===== src/inc/drtf_consts.svh =====
// Purpose: Named offsets, field positions, codes and counts of the transfer flow block
// Assumes: Included by the design file
// Notes:   Byte offsets are AHB byte addresses within the block
`ifndef DRTF_CONSTS_SVH
`define DRTF_CONSTS_SVH

`define DRTF_ADDR_W        8
`define DRTF_GLB_BIT       7
`define DRTF_CH_MSB        6
`define DRTF_CH_LSB        5
`define DRTF_REG_MSB       4
`define DRTF_REG_LSB       2
// Word index inside one channel block
`define DRTF_CH_SRC        3'h0
`define DRTF_CH_DST        3'h1
`define DRTF_CH_CNT        3'h2
`define DRTF_CH_CTRL       3'h3
`define DRTF_CH_RELOAD     3'h4
// Word index inside the global block
`define DRTF_GLB_CTRL      3'h0
`define DRTF_GLB_SEL0      3'h1
`define DRTF_GLB_SEL1      3'h2
// Channel control bits
`define DRTF_CTRL_EN       0
`define DRTF_CTRL_TEND     1
`define DRTF_CTRL_IE       2
`define DRTF_CTRL_TS_LSB   3
`define DRTF_CTRL_TS_MSB   4
`define DRTF_CTRL_RPT      5
`define DRTF_CTRL_RSEL     6
`define DRTF_CTRL_RS_LSB   8
`define DRTF_CTRL_RS_MSB   11
`define DRTF_CTRL_DL       12
`define DRTF_CTRL_DS       13
`define DRTF_CTRL_DO       14
// Global control bits
`define DRTF_GLB_MEN       0
`define DRTF_GLB_NMI_ABORT_FLAG      1
`define DRTF_GLB_AEF       2
// Resource select codes
`define DRTF_RS_DUAL       4'h0
`define DRTF_RS_SNG_TODEV  4'h2
`define DRTF_RS_SNG_FRDEV  4'h3
`define DRTF_RS_AUTO       4'h4
`define DRTF_RS_MODULE     4'h8
// Module and register identifiers
`define DRTF_MID_ASYNC0    6'h08
`define DRTF_MID_ASYNC1    6'h0A
`define DRTF_MID_SYNC      6'h15
`define DRTF_MID_USB       6'h1C
`define DRTF_RID_TX        2'h1
`define DRTF_RID_RX        2'h2
`define DRTF_RID_USB0      2'h3
`define DRTF_RID_USB1      2'h0
// Transfer sizes
`define DRTF_TS_BYTE       2'h0
`define DRTF_TS_WORD       2'h1
`define DRTF_TS_LONG       2'h2
`define DRTF_TS_16B        2'h3
// Request line hold-off after acknowledge under overrun 0
`define DRTF_OVR0_HOLD     2'h3
// Request line hold-off after acknowledge under overrun 1
`define DRTF_OVR1_HOLD     2'h1
`define DRTF_RESET_WORD    32'h0000_0000

`endif


===== src/inc/drtf_pkg.sv =====
// Purpose: Types shared by the transfer flow block and its bench
// Assumes: Constants come from drtf_consts.svh
// Notes:   One transfer unit leaves the block as one drtf_xfer_t
package drtf_pkg;

  typedef enum logic [1:0] {
    DRTF_ADDR_DUAL,
    DRTF_ADDR_SNG_TODEV,
    DRTF_ADDR_SNG_FRDEV
  } drtf_addr_mode_t;

  typedef struct packed {
    logic [1:0]      channel;
    logic [31:0]     src;
    logic [31:0]     dst;
    logic [1:0]      size;
    drtf_addr_mode_t mode;
  } drtf_xfer_t;

endpackage : drtf_pkg


===== src/rtl/drtf_top.sv =====
// Purpose: Four-channel transfer request and transfer flow control, AHB-Lite registers
// Assumes: 25 MHz clk_i; periph_req_i from logic on clk_i; ext_req_i and nmi_i asynchronous
// Notes:   Fixed priority, channel 0 highest; one transfer unit per issued strobe
//
// The implementer's own choices: the placing of the registers and the AHB-Lite interface to the registers.
`timescale 1ns/1ps
`include "drtf_consts.svh"

module drtf_top #(
  parameter int CHANNELS = 4
) (
  input  wire logic                clk_i,
  input  wire logic                reset_n_i,
  input  wire logic                hsel_i,
  input  wire logic [31:0]         haddr_i,
  input  wire logic [1:0]          htrans_i,
  input  wire logic                hwrite_i,
  input  wire logic [2:0]          hsize_i,
  input  wire logic [31:0]         hwdata_i,
  input  wire logic                hready_i,
  output logic                     hreadyout_o,
  output logic                     hresp_o,
  output logic [31:0]              hrdata_o,
  input  wire logic                ext_req_i,
  output logic                     ext_ack_o,
  input  wire logic [7:0]          periph_req_i,
  input  wire logic                nmi_i,
  output logic                     xfer_valid_o,
  output drtf_pkg::drtf_xfer_t     xfer_o,
  output logic [CHANNELS-1:0]      end_irq_o
);

  // Bus interface state
  logic                         wr_q;
  logic [`DRTF_ADDR_W-1:0]      wr_addr_q;
  logic                         wr_glb;
  logic [2:0]                   wr_reg;
  logic [31:0]                  next_rdata;
  // Global state
  logic                         master_en;
  logic                         nmi_flag;
  logic                         addr_err_flag;
  logic [15:0]                  sel0;
  logic [15:0]                  sel1;
  logic                         nmi_s1;
  logic                         nmi_s2;
  logic                         nmi_s3;
  logic                         ereq_s1;
  logic                         ereq_s2;
  logic                         ereq_s3;
  logic [1:0]                   ext_hold;
  // Per-channel state
  logic [31:0]                  src_q     [CHANNELS];
  logic [31:0]                  dst_q     [CHANNELS];
  logic [31:0]                  cnt_q     [CHANNELS];
  logic [31:0]                  cnt_init  [CHANNELS];
  logic [31:0]                  reload_q  [CHANNELS];
  logic [31:0]                  ctrl_rd   [CHANNELS];
  logic [1:0]                   ts_q      [CHANNELS];
  logic [3:0]                   rs_q      [CHANNELS];
  logic [CHANNELS-1:0]          run_ok;
  logic [CHANNELS-1:0]          pend;
  logic [CHANNELS-1:0]          tend;
  logic [CHANNELS-1:0]          ie;
  logic [CHANNELS-1:0]          dov;
  logic [CHANNELS-1:0]          misal;
  logic [CHANNELS-1:0]          gnt;
  logic [CHANNELS-1:0]          done;
  logic [1:0]                   gnt_ch;
  logic                         gnt_any;
  logic                         gnt_bad;

  function automatic logic [31:0] unit_step(input logic [1:0] ts);
    case (ts)
      `DRTF_TS_BYTE: unit_step = 32'h0000_0001;
      `DRTF_TS_WORD: unit_step = 32'h0000_0002;
      `DRTF_TS_LONG: unit_step = 32'h0000_0004;
      default:       unit_step = 32'h0000_0010;
    endcase
  endfunction : unit_step

  // Maps a selector byte to a module request line; bit 3 flags a valid code
  function automatic logic [3:0] module_line(input logic [7:0] sel);
    logic [5:0] mid;
    logic [1:0] register_identifier;
    mid = sel[7:2];
    register_identifier = sel[1:0];
    module_line = 4'h0;
    case (mid)
      `DRTF_MID_ASYNC0: module_line = (register_identifier == `DRTF_RID_TX) ? 4'h8 :
                                      (register_identifier == `DRTF_RID_RX) ? 4'h9 : 4'h0;
      `DRTF_MID_ASYNC1: module_line = (register_identifier == `DRTF_RID_TX) ? 4'hA :
                                      (register_identifier == `DRTF_RID_RX) ? 4'hB : 4'h0;
      `DRTF_MID_SYNC:   module_line = (register_identifier == `DRTF_RID_TX) ? 4'hC :
                                      (register_identifier == `DRTF_RID_RX) ? 4'hD : 4'h0;
      `DRTF_MID_USB:    module_line = (register_identifier == `DRTF_RID_USB0) ? 4'hE :
                                      (register_identifier == `DRTF_RID_USB1) ? 4'hF : 4'h0;
      default:          module_line = 4'h0;
    endcase
  endfunction : module_line

  // Bus: zero wait states, reads registered at the address phase edge
  always_ff @(posedge clk_i or negedge reset_n_i) begin
    if (!reset_n_i) begin
      wr_q        <= 1'b0;
      wr_addr_q   <= '0;
      hrdata_o    <= `DRTF_RESET_WORD;
      hreadyout_o <= 1'b0;
      hresp_o     <= 1'b0;
    end else begin
      hreadyout_o <= 1'b1;
      hresp_o     <= 1'b0;
      wr_q        <= hsel_i & hready_i & htrans_i[1] & hwrite_i;
      wr_addr_q   <= haddr_i[`DRTF_ADDR_W-1:0];
      if (hsel_i && hready_i && htrans_i[1] && !hwrite_i) begin
        hrdata_o <= next_rdata;
      end
    end
  end

  assign wr_glb = wr_q & wr_addr_q[`DRTF_GLB_BIT];
  assign wr_reg = wr_addr_q[`DRTF_REG_MSB:`DRTF_REG_LSB];

  always_comb begin
    next_rdata = `DRTF_RESET_WORD;
    if (haddr_i[`DRTF_GLB_BIT]) begin
      case (haddr_i[`DRTF_REG_MSB:`DRTF_REG_LSB])
        `DRTF_GLB_CTRL: begin
          next_rdata[`DRTF_GLB_MEN]  = master_en;
          next_rdata[`DRTF_GLB_NMI_ABORT_FLAG] = nmi_flag;
          next_rdata[`DRTF_GLB_AEF]  = addr_err_flag;
        end
        `DRTF_GLB_SEL0: next_rdata[15:0] = sel0;
        `DRTF_GLB_SEL1: next_rdata[15:0] = sel1;
        default:        next_rdata = `DRTF_RESET_WORD;
      endcase
    end else begin
      case (haddr_i[`DRTF_REG_MSB:`DRTF_REG_LSB])
        `DRTF_CH_SRC:    next_rdata = src_q[haddr_i[`DRTF_CH_MSB:`DRTF_CH_LSB]];
        `DRTF_CH_DST:    next_rdata = dst_q[haddr_i[`DRTF_CH_MSB:`DRTF_CH_LSB]];
        `DRTF_CH_CNT:    next_rdata = cnt_q[haddr_i[`DRTF_CH_MSB:`DRTF_CH_LSB]];
        `DRTF_CH_CTRL:   next_rdata = ctrl_rd[haddr_i[`DRTF_CH_MSB:`DRTF_CH_LSB]];
        `DRTF_CH_RELOAD: next_rdata = reload_q[haddr_i[`DRTF_CH_MSB:`DRTF_CH_LSB]];
        default:         next_rdata = `DRTF_RESET_WORD;
      endcase
    end
  end

  // Asynchronous pins: two flops, third flop only for edge compare
  always_ff @(posedge clk_i or negedge reset_n_i) begin
    if (!reset_n_i) begin
      nmi_s1  <= 1'b0;
      nmi_s2  <= 1'b0;
      nmi_s3  <= 1'b0;
      ereq_s1 <= 1'b0;
      ereq_s2 <= 1'b0;
      ereq_s3 <= 1'b0;
    end else begin
      nmi_s1  <= nmi_i;
      nmi_s2  <= nmi_s1;
      nmi_s3  <= nmi_s2;
      ereq_s1 <= ext_req_i;
      ereq_s2 <= ereq_s1;
      ereq_s3 <= ereq_s2;
    end
  end

  // Global control and flags; a hardware set wins over a software clear
  always_ff @(posedge clk_i or negedge reset_n_i) begin
    if (!reset_n_i) begin
      master_en     <= 1'b0;
      nmi_flag      <= 1'b0;
      addr_err_flag <= 1'b0;
      sel0          <= '0;
      sel1          <= '0;
    end else begin
      if (wr_glb && wr_reg == `DRTF_GLB_CTRL) begin
        master_en     <= hwdata_i[`DRTF_GLB_MEN];
        nmi_flag      <= nmi_flag & hwdata_i[`DRTF_GLB_NMI_ABORT_FLAG];
        addr_err_flag <= addr_err_flag & hwdata_i[`DRTF_GLB_AEF];
      end
      if (nmi_s2 && !nmi_s3) begin
        nmi_flag <= 1'b1;
      end
      if (gnt_bad) begin
        addr_err_flag <= 1'b1;
      end
      if (wr_glb && wr_reg == `DRTF_GLB_SEL0) begin
        sel0 <= hwdata_i[15:0];
      end
      if (wr_glb && wr_reg == `DRTF_GLB_SEL1) begin
        sel1 <= hwdata_i[15:0];
      end
    end
  end

  // Fixed priority pick among channels holding an accepted request
  always_comb begin
    gnt    = '0;
    gnt_ch = 2'h0;
    for (int i = CHANNELS - 1; i >= 0; i--) begin
      if (pend[i] && run_ok[i]) begin
        gnt    = '0;
        gnt[i] = 1'b1;
        gnt_ch = 2'(i);
      end
    end
  end

  assign gnt_any = |gnt;
  assign gnt_bad = |(gnt & misal);
  assign done    = gnt & ~misal;

  // Transfer strobe and acknowledge
  always_ff @(posedge clk_i or negedge reset_n_i) begin
    if (!reset_n_i) begin
      xfer_valid_o <= 1'b0;
      xfer_o       <= '0;
      ext_ack_o    <= 1'b0;
    end else begin
      xfer_valid_o <= gnt_any & ~gnt_bad;
      ext_ack_o    <= done[0] & (rs_q[0] == `DRTF_RS_DUAL ||
                                 rs_q[0] == `DRTF_RS_SNG_TODEV ||
                                 rs_q[0] == `DRTF_RS_SNG_FRDEV);
      if (gnt_any) begin
        xfer_o.channel <= gnt_ch;
        xfer_o.src     <= src_q[gnt_ch];
        xfer_o.dst     <= dst_q[gnt_ch];
        xfer_o.size    <= ts_q[gnt_ch];
        case (rs_q[gnt_ch])
          `DRTF_RS_SNG_TODEV: xfer_o.mode <= drtf_pkg::DRTF_ADDR_SNG_TODEV;
          `DRTF_RS_SNG_FRDEV: xfer_o.mode <= drtf_pkg::DRTF_ADDR_SNG_FRDEV;
          default:            xfer_o.mode <= drtf_pkg::DRTF_ADDR_DUAL;
        endcase
      end
    end
  end

  // Under overrun 0 the pin is held off until the requester's release has crossed
  always_ff @(posedge clk_i or negedge reset_n_i) begin
    if (!reset_n_i) begin
      ext_hold <= 2'h0;
    end else if (done[0]) begin
      // Overrun 1 skips only the acknowledge cycle, so a still-held level gives one extra unit
      ext_hold <= dov[0] ? `DRTF_OVR1_HOLD : `DRTF_OVR0_HOLD;
    end else if (ext_hold != 2'h0) begin
      ext_hold <= ext_hold - 2'h1;
    end
  end

  genvar ch;
  generate
    for (ch = 0; ch < CHANNELS; ch++) begin : g_ch
      logic       wr_ch;
      logic       en;
      logic       repeat_enable;
      logic       rsel;
      logic       dl;
      logic       ds;
      logic [7:0] sel_byte;
      logic [3:0] line;
      logic       ext_mode;
      logic       ext_hit;
      logic       trig;
      logic [31:0] step;
      logic [31:0] amask;

      assign wr_ch = wr_q & ~wr_addr_q[`DRTF_GLB_BIT] &
                     (wr_addr_q[`DRTF_CH_MSB:`DRTF_CH_LSB] == 2'(ch));
      assign sel_byte = (ch < 2) ? sel0[(ch % 2) * 8 +: 8] : sel1[(ch % 2) * 8 +: 8];
      assign line     = module_line(sel_byte);
      assign step     = unit_step(ts_q[ch]);
      assign amask    = step - 32'h0000_0001;
      assign misal[ch] = |((src_q[ch] | dst_q[ch]) & amask);

      assign run_ok[ch] = en & master_en & ~tend[ch] & ~addr_err_flag & ~nmi_flag &
                          (cnt_q[ch] != 32'h0);

      assign ext_mode = (ch == 0) && (rs_q[ch] == `DRTF_RS_DUAL ||
                        rs_q[ch] == `DRTF_RS_SNG_TODEV ||
                        rs_q[ch] == `DRTF_RS_SNG_FRDEV);

      always_comb begin
        case ({dl, ds})
          2'b00:   ext_hit = ~ereq_s2;
          2'b01:   ext_hit = ereq_s3 & ~ereq_s2;
          2'b10:   ext_hit = ereq_s2;
          default: ext_hit = ereq_s2 & ~ereq_s3;
        endcase
      end

      always_comb begin
        case (rs_q[ch])
          `DRTF_RS_AUTO:   trig = 1'b1;
          `DRTF_RS_MODULE: trig = line[3] & periph_req_i[line[2:0]];
          default:         trig = ext_mode & ext_hit & (ext_hold == 2'h0);
        endcase
      end

      // An accepted request stays pending, masking the pin, until its unit is issued or the channel stops running
      always_ff @(posedge clk_i or negedge reset_n_i) begin
        if (!reset_n_i) begin
          pend[ch] <= 1'b0;
        end else if (!run_ok[ch]) begin
          pend[ch] <= 1'b0;
        end else if (done[ch]) begin
          pend[ch] <= 1'b0;
        end else if (!pend[ch] && trig) begin
          pend[ch] <= 1'b1;
        end
      end

      always_ff @(posedge clk_i or negedge reset_n_i) begin
        if (!reset_n_i) begin
          en       <= 1'b0;
          ie[ch]   <= 1'b0;
          ts_q[ch] <= `DRTF_TS_BYTE;
          repeat_enable      <= 1'b0;
          rsel     <= 1'b0;
          rs_q[ch] <= `DRTF_RS_DUAL;
          dl       <= 1'b0;
          ds       <= 1'b0;
          dov[ch]  <= 1'b0;
        end else if (wr_ch && wr_reg == `DRTF_CH_CTRL) begin
          en       <= hwdata_i[`DRTF_CTRL_EN];
          ie[ch]   <= hwdata_i[`DRTF_CTRL_IE];
          ts_q[ch] <= hwdata_i[`DRTF_CTRL_TS_MSB:`DRTF_CTRL_TS_LSB];
          repeat_enable      <= hwdata_i[`DRTF_CTRL_RPT];
          rsel     <= hwdata_i[`DRTF_CTRL_RSEL];
          rs_q[ch] <= hwdata_i[`DRTF_CTRL_RS_MSB:`DRTF_CTRL_RS_LSB];
          dl       <= hwdata_i[`DRTF_CTRL_DL];
          ds       <= hwdata_i[`DRTF_CTRL_DS];
          dov[ch]  <= hwdata_i[`DRTF_CTRL_DO];
        end
      end

      // End flag: writing 0 clears, completion in the same cycle wins
      always_ff @(posedge clk_i or negedge reset_n_i) begin
        if (!reset_n_i) begin
          tend[ch] <= 1'b0;
        end else if (done[ch] && cnt_q[ch] == 32'h1) begin
          tend[ch] <= 1'b1;
        end else if (wr_ch && wr_reg == `DRTF_CH_CTRL) begin
          tend[ch] <= tend[ch] & hwdata_i[`DRTF_CTRL_TEND];
        end
      end

      always_ff @(posedge clk_i or negedge reset_n_i) begin
        if (!reset_n_i) begin
          end_irq_o[ch] <= 1'b0;
        end else begin
          end_irq_o[ch] <= tend[ch] & ie[ch];
        end
      end

      always_ff @(posedge clk_i or negedge reset_n_i) begin
        if (!reset_n_i) begin
          reload_q[ch] <= `DRTF_RESET_WORD;
        end else if (wr_ch && wr_reg == `DRTF_CH_RELOAD) begin
          reload_q[ch] <= hwdata_i;
        end
      end

      // Software writes are meant for a stopped channel and take priority
      always_ff @(posedge clk_i or negedge reset_n_i) begin
        if (!reset_n_i) begin
          src_q[ch] <= `DRTF_RESET_WORD;
          dst_q[ch] <= `DRTF_RESET_WORD;
        end else begin
          if (wr_ch && wr_reg == `DRTF_CH_SRC) begin
            src_q[ch] <= hwdata_i;
          end else if (done[ch] && cnt_q[ch] == 32'h1 && repeat_enable && !rsel) begin
            src_q[ch] <= reload_q[ch];
          end else if (done[ch]) begin
            src_q[ch] <= src_q[ch] + step;
          end
          if (wr_ch && wr_reg == `DRTF_CH_DST) begin
            dst_q[ch] <= hwdata_i;
          end else if (done[ch] && cnt_q[ch] == 32'h1 && repeat_enable && rsel) begin
            dst_q[ch] <= reload_q[ch];
          end else if (done[ch]) begin
            dst_q[ch] <= dst_q[ch] + step;
          end
        end
      end

      always_ff @(posedge clk_i or negedge reset_n_i) begin
        if (!reset_n_i) begin
          cnt_q[ch]    <= `DRTF_RESET_WORD;
          cnt_init[ch] <= `DRTF_RESET_WORD;
        end else if (wr_ch && wr_reg == `DRTF_CH_CNT) begin
          cnt_q[ch]    <= hwdata_i;
          cnt_init[ch] <= hwdata_i;
        end else if (done[ch] && cnt_q[ch] == 32'h1 && repeat_enable) begin
          cnt_q[ch] <= cnt_init[ch];
        end else if (done[ch]) begin
          cnt_q[ch] <= cnt_q[ch] - 32'h1;
        end
      end

      always_comb begin
        ctrl_rd[ch]                                        = `DRTF_RESET_WORD;
        ctrl_rd[ch][`DRTF_CTRL_EN]                         = en;
        ctrl_rd[ch][`DRTF_CTRL_TEND]                       = tend[ch];
        ctrl_rd[ch][`DRTF_CTRL_IE]                         = ie[ch];
        ctrl_rd[ch][`DRTF_CTRL_TS_MSB:`DRTF_CTRL_TS_LSB]   = ts_q[ch];
        ctrl_rd[ch][`DRTF_CTRL_RPT]                        = repeat_enable;
        ctrl_rd[ch][`DRTF_CTRL_RSEL]                       = rsel;
        ctrl_rd[ch][`DRTF_CTRL_RS_MSB:`DRTF_CTRL_RS_LSB]   = rs_q[ch];
        ctrl_rd[ch][`DRTF_CTRL_DL]                         = dl;
        ctrl_rd[ch][`DRTF_CTRL_DS]                         = ds;
        ctrl_rd[ch][`DRTF_CTRL_DO]                         = dov[ch];
      end
    end
  endgenerate

endmodule : drtf_top


===== config.mk =====
export PLATFORM = sky130hd
export DESIGN_NAME = drtf_top
export DESIGN_NICKNAME = d
export VERILOG_FILES = /design/src/inc/drtf_pkg.sv /design/src/rtl/drtf_top.sv
export VERILOG_INCLUDE_DIRS = /design/src /design/src/inc
export SDC_FILE = /design/constraint.sdc
export NUM_CORES = 2
export LEC_CHECK = 0
export BUFFER_PORTS_ARGS = -buffer_cell sky130_fd_sc_hd__buf_2
export CAP_MARGIN = 40
export CORE_MARGIN = 3
export CORE_UTILIZATION = 55
export DETAILED_ROUTE_END_ITERATION = 8
export HOLD_SLACK_MARGIN = 0.1
export PLACE_DENSITY = 0.72
export SYNTH_ARGS = -nofsm -noshare
export SYNTH_HDL_FRONTEND = slang
export SYNTH_SLANG_ARGS = --single-unit

===== constraint.sdc =====
create_clock -name clk_i -period 3.95 [get_ports clk_i]
set_input_delay 0 -clock clk_i [delete_from_list [all_inputs] [get_ports clk_i]]
set_output_delay 0 -clock clk_i [all_outputs]
set_load 0.02 [all_outputs]

==> results.yml <==
sta:
  final.min_clock_period_ns: 3.85
  final.hold.worst_slack_ns: 0.170
  timing.setup.tns_ns: 0
  rsz0062_at_grt: "no"
  final_max_slew_violation_count: 0
  report.final.setup_viol: 0
  clock-skew-final_ns: 0.0466
  upper_clock_frequency_limit_mhz: 260
  worst_pin_slew_ns: 1.03
  max-slew-margin-rel_pct: 31.2
  final.period_utilization_pct: 97.5
  hold_viol: 0
floorplan:
  die_area_um2: 102000
  num_rows: 114
  floorplan.die.height_um: 319
  die_x_um: 319
  floorplan.io_pins: 194
  initial_utilization_pct: 55.5
  core_area_um2: 96900
power:
  p_int_uw: 15600
  switching_power_uw: 6420
  power.share.switching_pct: 29.2
  power.share.clock_pct: 42.7
  share_seq_of_total_power_pct: 44.8
  irDropWorstVdd_uv: 329
  total_leakage_power_uw: 0.0253
  cellPowerDensity_nw_per_um2: 358
  pwr-share-comb_pct: 12.5
yosys:
  ys_warn_count: 0
  yosys.area.top_type: "dfrtp_1"
  mappedNetlistNets: 6284
  synth.ff_latch_count: 859
  synth_top_cell_area_share_pct: 40.0
  netlist-cell-type-count: 98
  syn_area_um2: 53800
  synth_edf_count: 0
  synth.avg_cell_area_um2: 8.75
  primary_flip_flop_cell_chosen_by_synthesis_mapping: "dfrtp_1"
  synth.area.top_cells: "dfrtp_1 (40%), nand2_1 (6.4%), mux4_2 (6.3%)"
  syn-instance-count: 6147
  share_of_async_settable_or_async_resettable_flops_after_synthesis_pct: 100
  share_of_synthesized_area_occupied_by_flip_flops_and_latches_pct: 40.0
routing:
  drt-pass1-iter-count: 7
  ant_nets_after_route: 0
  detailroute.via_count: 55300
  dr.first_iter.drc_count: 9618
  finalWirelength_um: 255000
  post_drt_via_cell_ratio: 7.21
  wire_per_inst_um: 33.3
  drc_errors: 0
finish:
  area.growth.synth_to_final_pct: 14.2
  final_common_cell: "nand2_1"
  utilization_pct: 63.4
  final_net_count: 6438
  final_cell_count_no_fill: 7664
  post_route_cells_drive_above_1_share_pct: 17.6
  mostFrequentLayoutCells: "nand2_1 (910), dfrtp_1 (859), nor2_1 (561)"
grt:
  first_global_vias: 50500
  grt_max_degree: 134
  antenna_found_initial: 15
  grt_pass1_wl_um: 363000
  grt_remaining_overflow: 0
  grtUsageTotal_pct: 49.0
worst_setup_path:
  slowest_delay_ns: 0.80
  timing_worst_setup_path_type: "reg2reg"
  cp.required_ns: 4.57
  worst_ep_arrival_time_ns: 4.47
  path_max_fanout: 19
  setup.reg_to_reg.worst_slack_ns: 0.10
  launching_element_type_of_the_critical_path: "flop"
  critical_path.reg2reg.startpoint: "cnt_q[65]"
  r2r_end: "cnt_q[45]"
  r2r_cells: 11
  critical_path.slowest_cell: "or3_1"
  timing.critical_path.cells: "inv_1, ha_1, nor3b_1, nand4_1, buf_4, nor3_4, nor2_2, or3_1, a21oi_1, nor3_1, a211oi_1"
  timing.critical_path.to_type: "flop"
worst_hold_path:
  hp-class: "in2reg"
  hold_path_depth: 4
  hold_end: "cnt_init[38]"
  hold_path_startpoint: "hwdata_i[6]"
clock_tree:
  cts_sinks: 859
  numCtsBuffers: 97
  post_cts_setup_bufs: 0
  h-tree-depth: 3
  tritoncts_clock_tree: "yes"
  clkSlewWorstSetupHoldPaths_ns: 0.06
  clk-insertion-delay-late_ns: 0.72
  root_buffer: "clkbuf_16"
  bufs_on_longest_clock_path: 3
place:
  dpl.hpwl_um: 185000
  placed_cells_incl_taps: 7421
  place.port_buffers: 162
  gpl.final_weighted_congestion: 1.06
status:
  outcome: "finished clean"
run:
  cap_viol_max_count: 0
power groups by stage:
stage	Combinational [uW]	Clock, uW	Sequential, uW
final	2760	9390	9860
after global routing	2870	9760	9860
after CTS	2630	9400	9790
after detailed placement	2560	0	9940
after global placement	2500	0	9930
after floorplan	1420	0	9690
metrics by stage:
| stage | setup WS, ns | power (uW) | area [um^2] |
|---|---|---|---|
| 3_5_place_dp | 0.314 | 12500 | 57600 |
| 6_report | 0.100 | 22000 | 61400 |
| 3_3_place_gp | 0.366 | 12400 | 57300 |
| 5_1_grt | 0.0325 | 22500 | 61400 |
| 4_1_cts | 0.280 | 21800 | 61400 |
| 2_1_floorplan | 0.798 | 11100 | 53800 |
metal layers:
layer  global-route usage (%)  part of all wire [%]
met5                     1.16                 0.076
met4                     27.0                   6.8
met3                     22.5                    18
met2                     65.2                    39
met1                     65.8                    36
final cells by class:
type,count,area (um^2)
Fill cell,8302,35400
Multi-Input combinational cell,4679,30100
Sequential cell,859,21500
Timing Repair Buffer,565,4640
Clock buffer,141,2780
Tap cell,1276,1600
Clock inverter,36,439
Inverter,99,372
Antenna cell,9,22.5
flip-flops by register name (all words and copies together) (netlist names), 6 cells and up:
register	flops
wr_addr_q	6
cnt_q	128
ctrl_rd	36
reload_q	128
sel1	16
cnt_init	128
hrdata_o	32
dst_q	128
src_q	128
xfer_o	70
sel0	16
worst max path at each step:
stage,start,end,slack [ns],cells after the start
2_1_floorplan,ctrl_rd[67],src_q[88],0.80,13
4_1_cts,cnt_q[65],cnt_q[45],0.28,11
3_3_place_gp,cnt_q[71],cnt_q[61],0.37,9
3_5_place_dp,cnt_q[65],cnt_q[48],0.31,11
5_1_grt,cnt_q[65],cnt_q[34],0.03,13
6_report,cnt_q[65],cnt_q[45],0.10,11
repair_timing:
action                    in CTS  in global routing
hold endpoints to repair    1010                  0
hold buffers                  56                  0
resized for setup              0                  0
cell usage after synthesis, drive strengths merged (9+ instances only):
cell,instances
o211ai,38
and4,25
and3,92
nand2b,28
o31ai,36
nand3,173
nand3b,12
a211oi,44
or2,20
a221oi,70
xnor2,34
or3,26
nor4,77
a2bb2oi,19
o2bb2ai,26
nand2,917
o221ai,9
o21ai,471
a22oi,53
a31oi,94
o21a,25
buf,123
dfrtp,859
o22a,24
and2,47
nor2,574
nor3,127
xor2,42
mux2i,118
mux4,150
a22o,35
clkbuf,387
o22ai,205
a21oi,498
o41ai,12
a21o,52
or4,16
mux2,224
nor2b,22
a41oi,17
ha,45
nor3b,18
nand4,77
inv,98
critical path, delay by kind of cell (launching register included):
family / cells / cell delay, ns
AOI/OAI and AO/OA: 2 / 0.53
DFF: 1 / 0.50
and+or+nand+nor: 6 / 2.11
buffers and inverters: 2 / 0.36
adders and majority gates: 1 / 0.22
cells by family (layout without fill, tap and decap cells):
logic type,count (synthesis),in the layout,share of synthesized area [%]
other,2,11,0.0140
xor gates and xnor gates,76,76,1.24
AOI/OAI and AO/OA,1789,1789,20.5
and+or+nand+nor,2267,2267,19.2
DFF,859,859,40.0
adders and majority gates,53,53,1.34
buffers and inverters,609,841,4.53
muxes,492,492,13.2
Power figures use the tool's default switching activity.
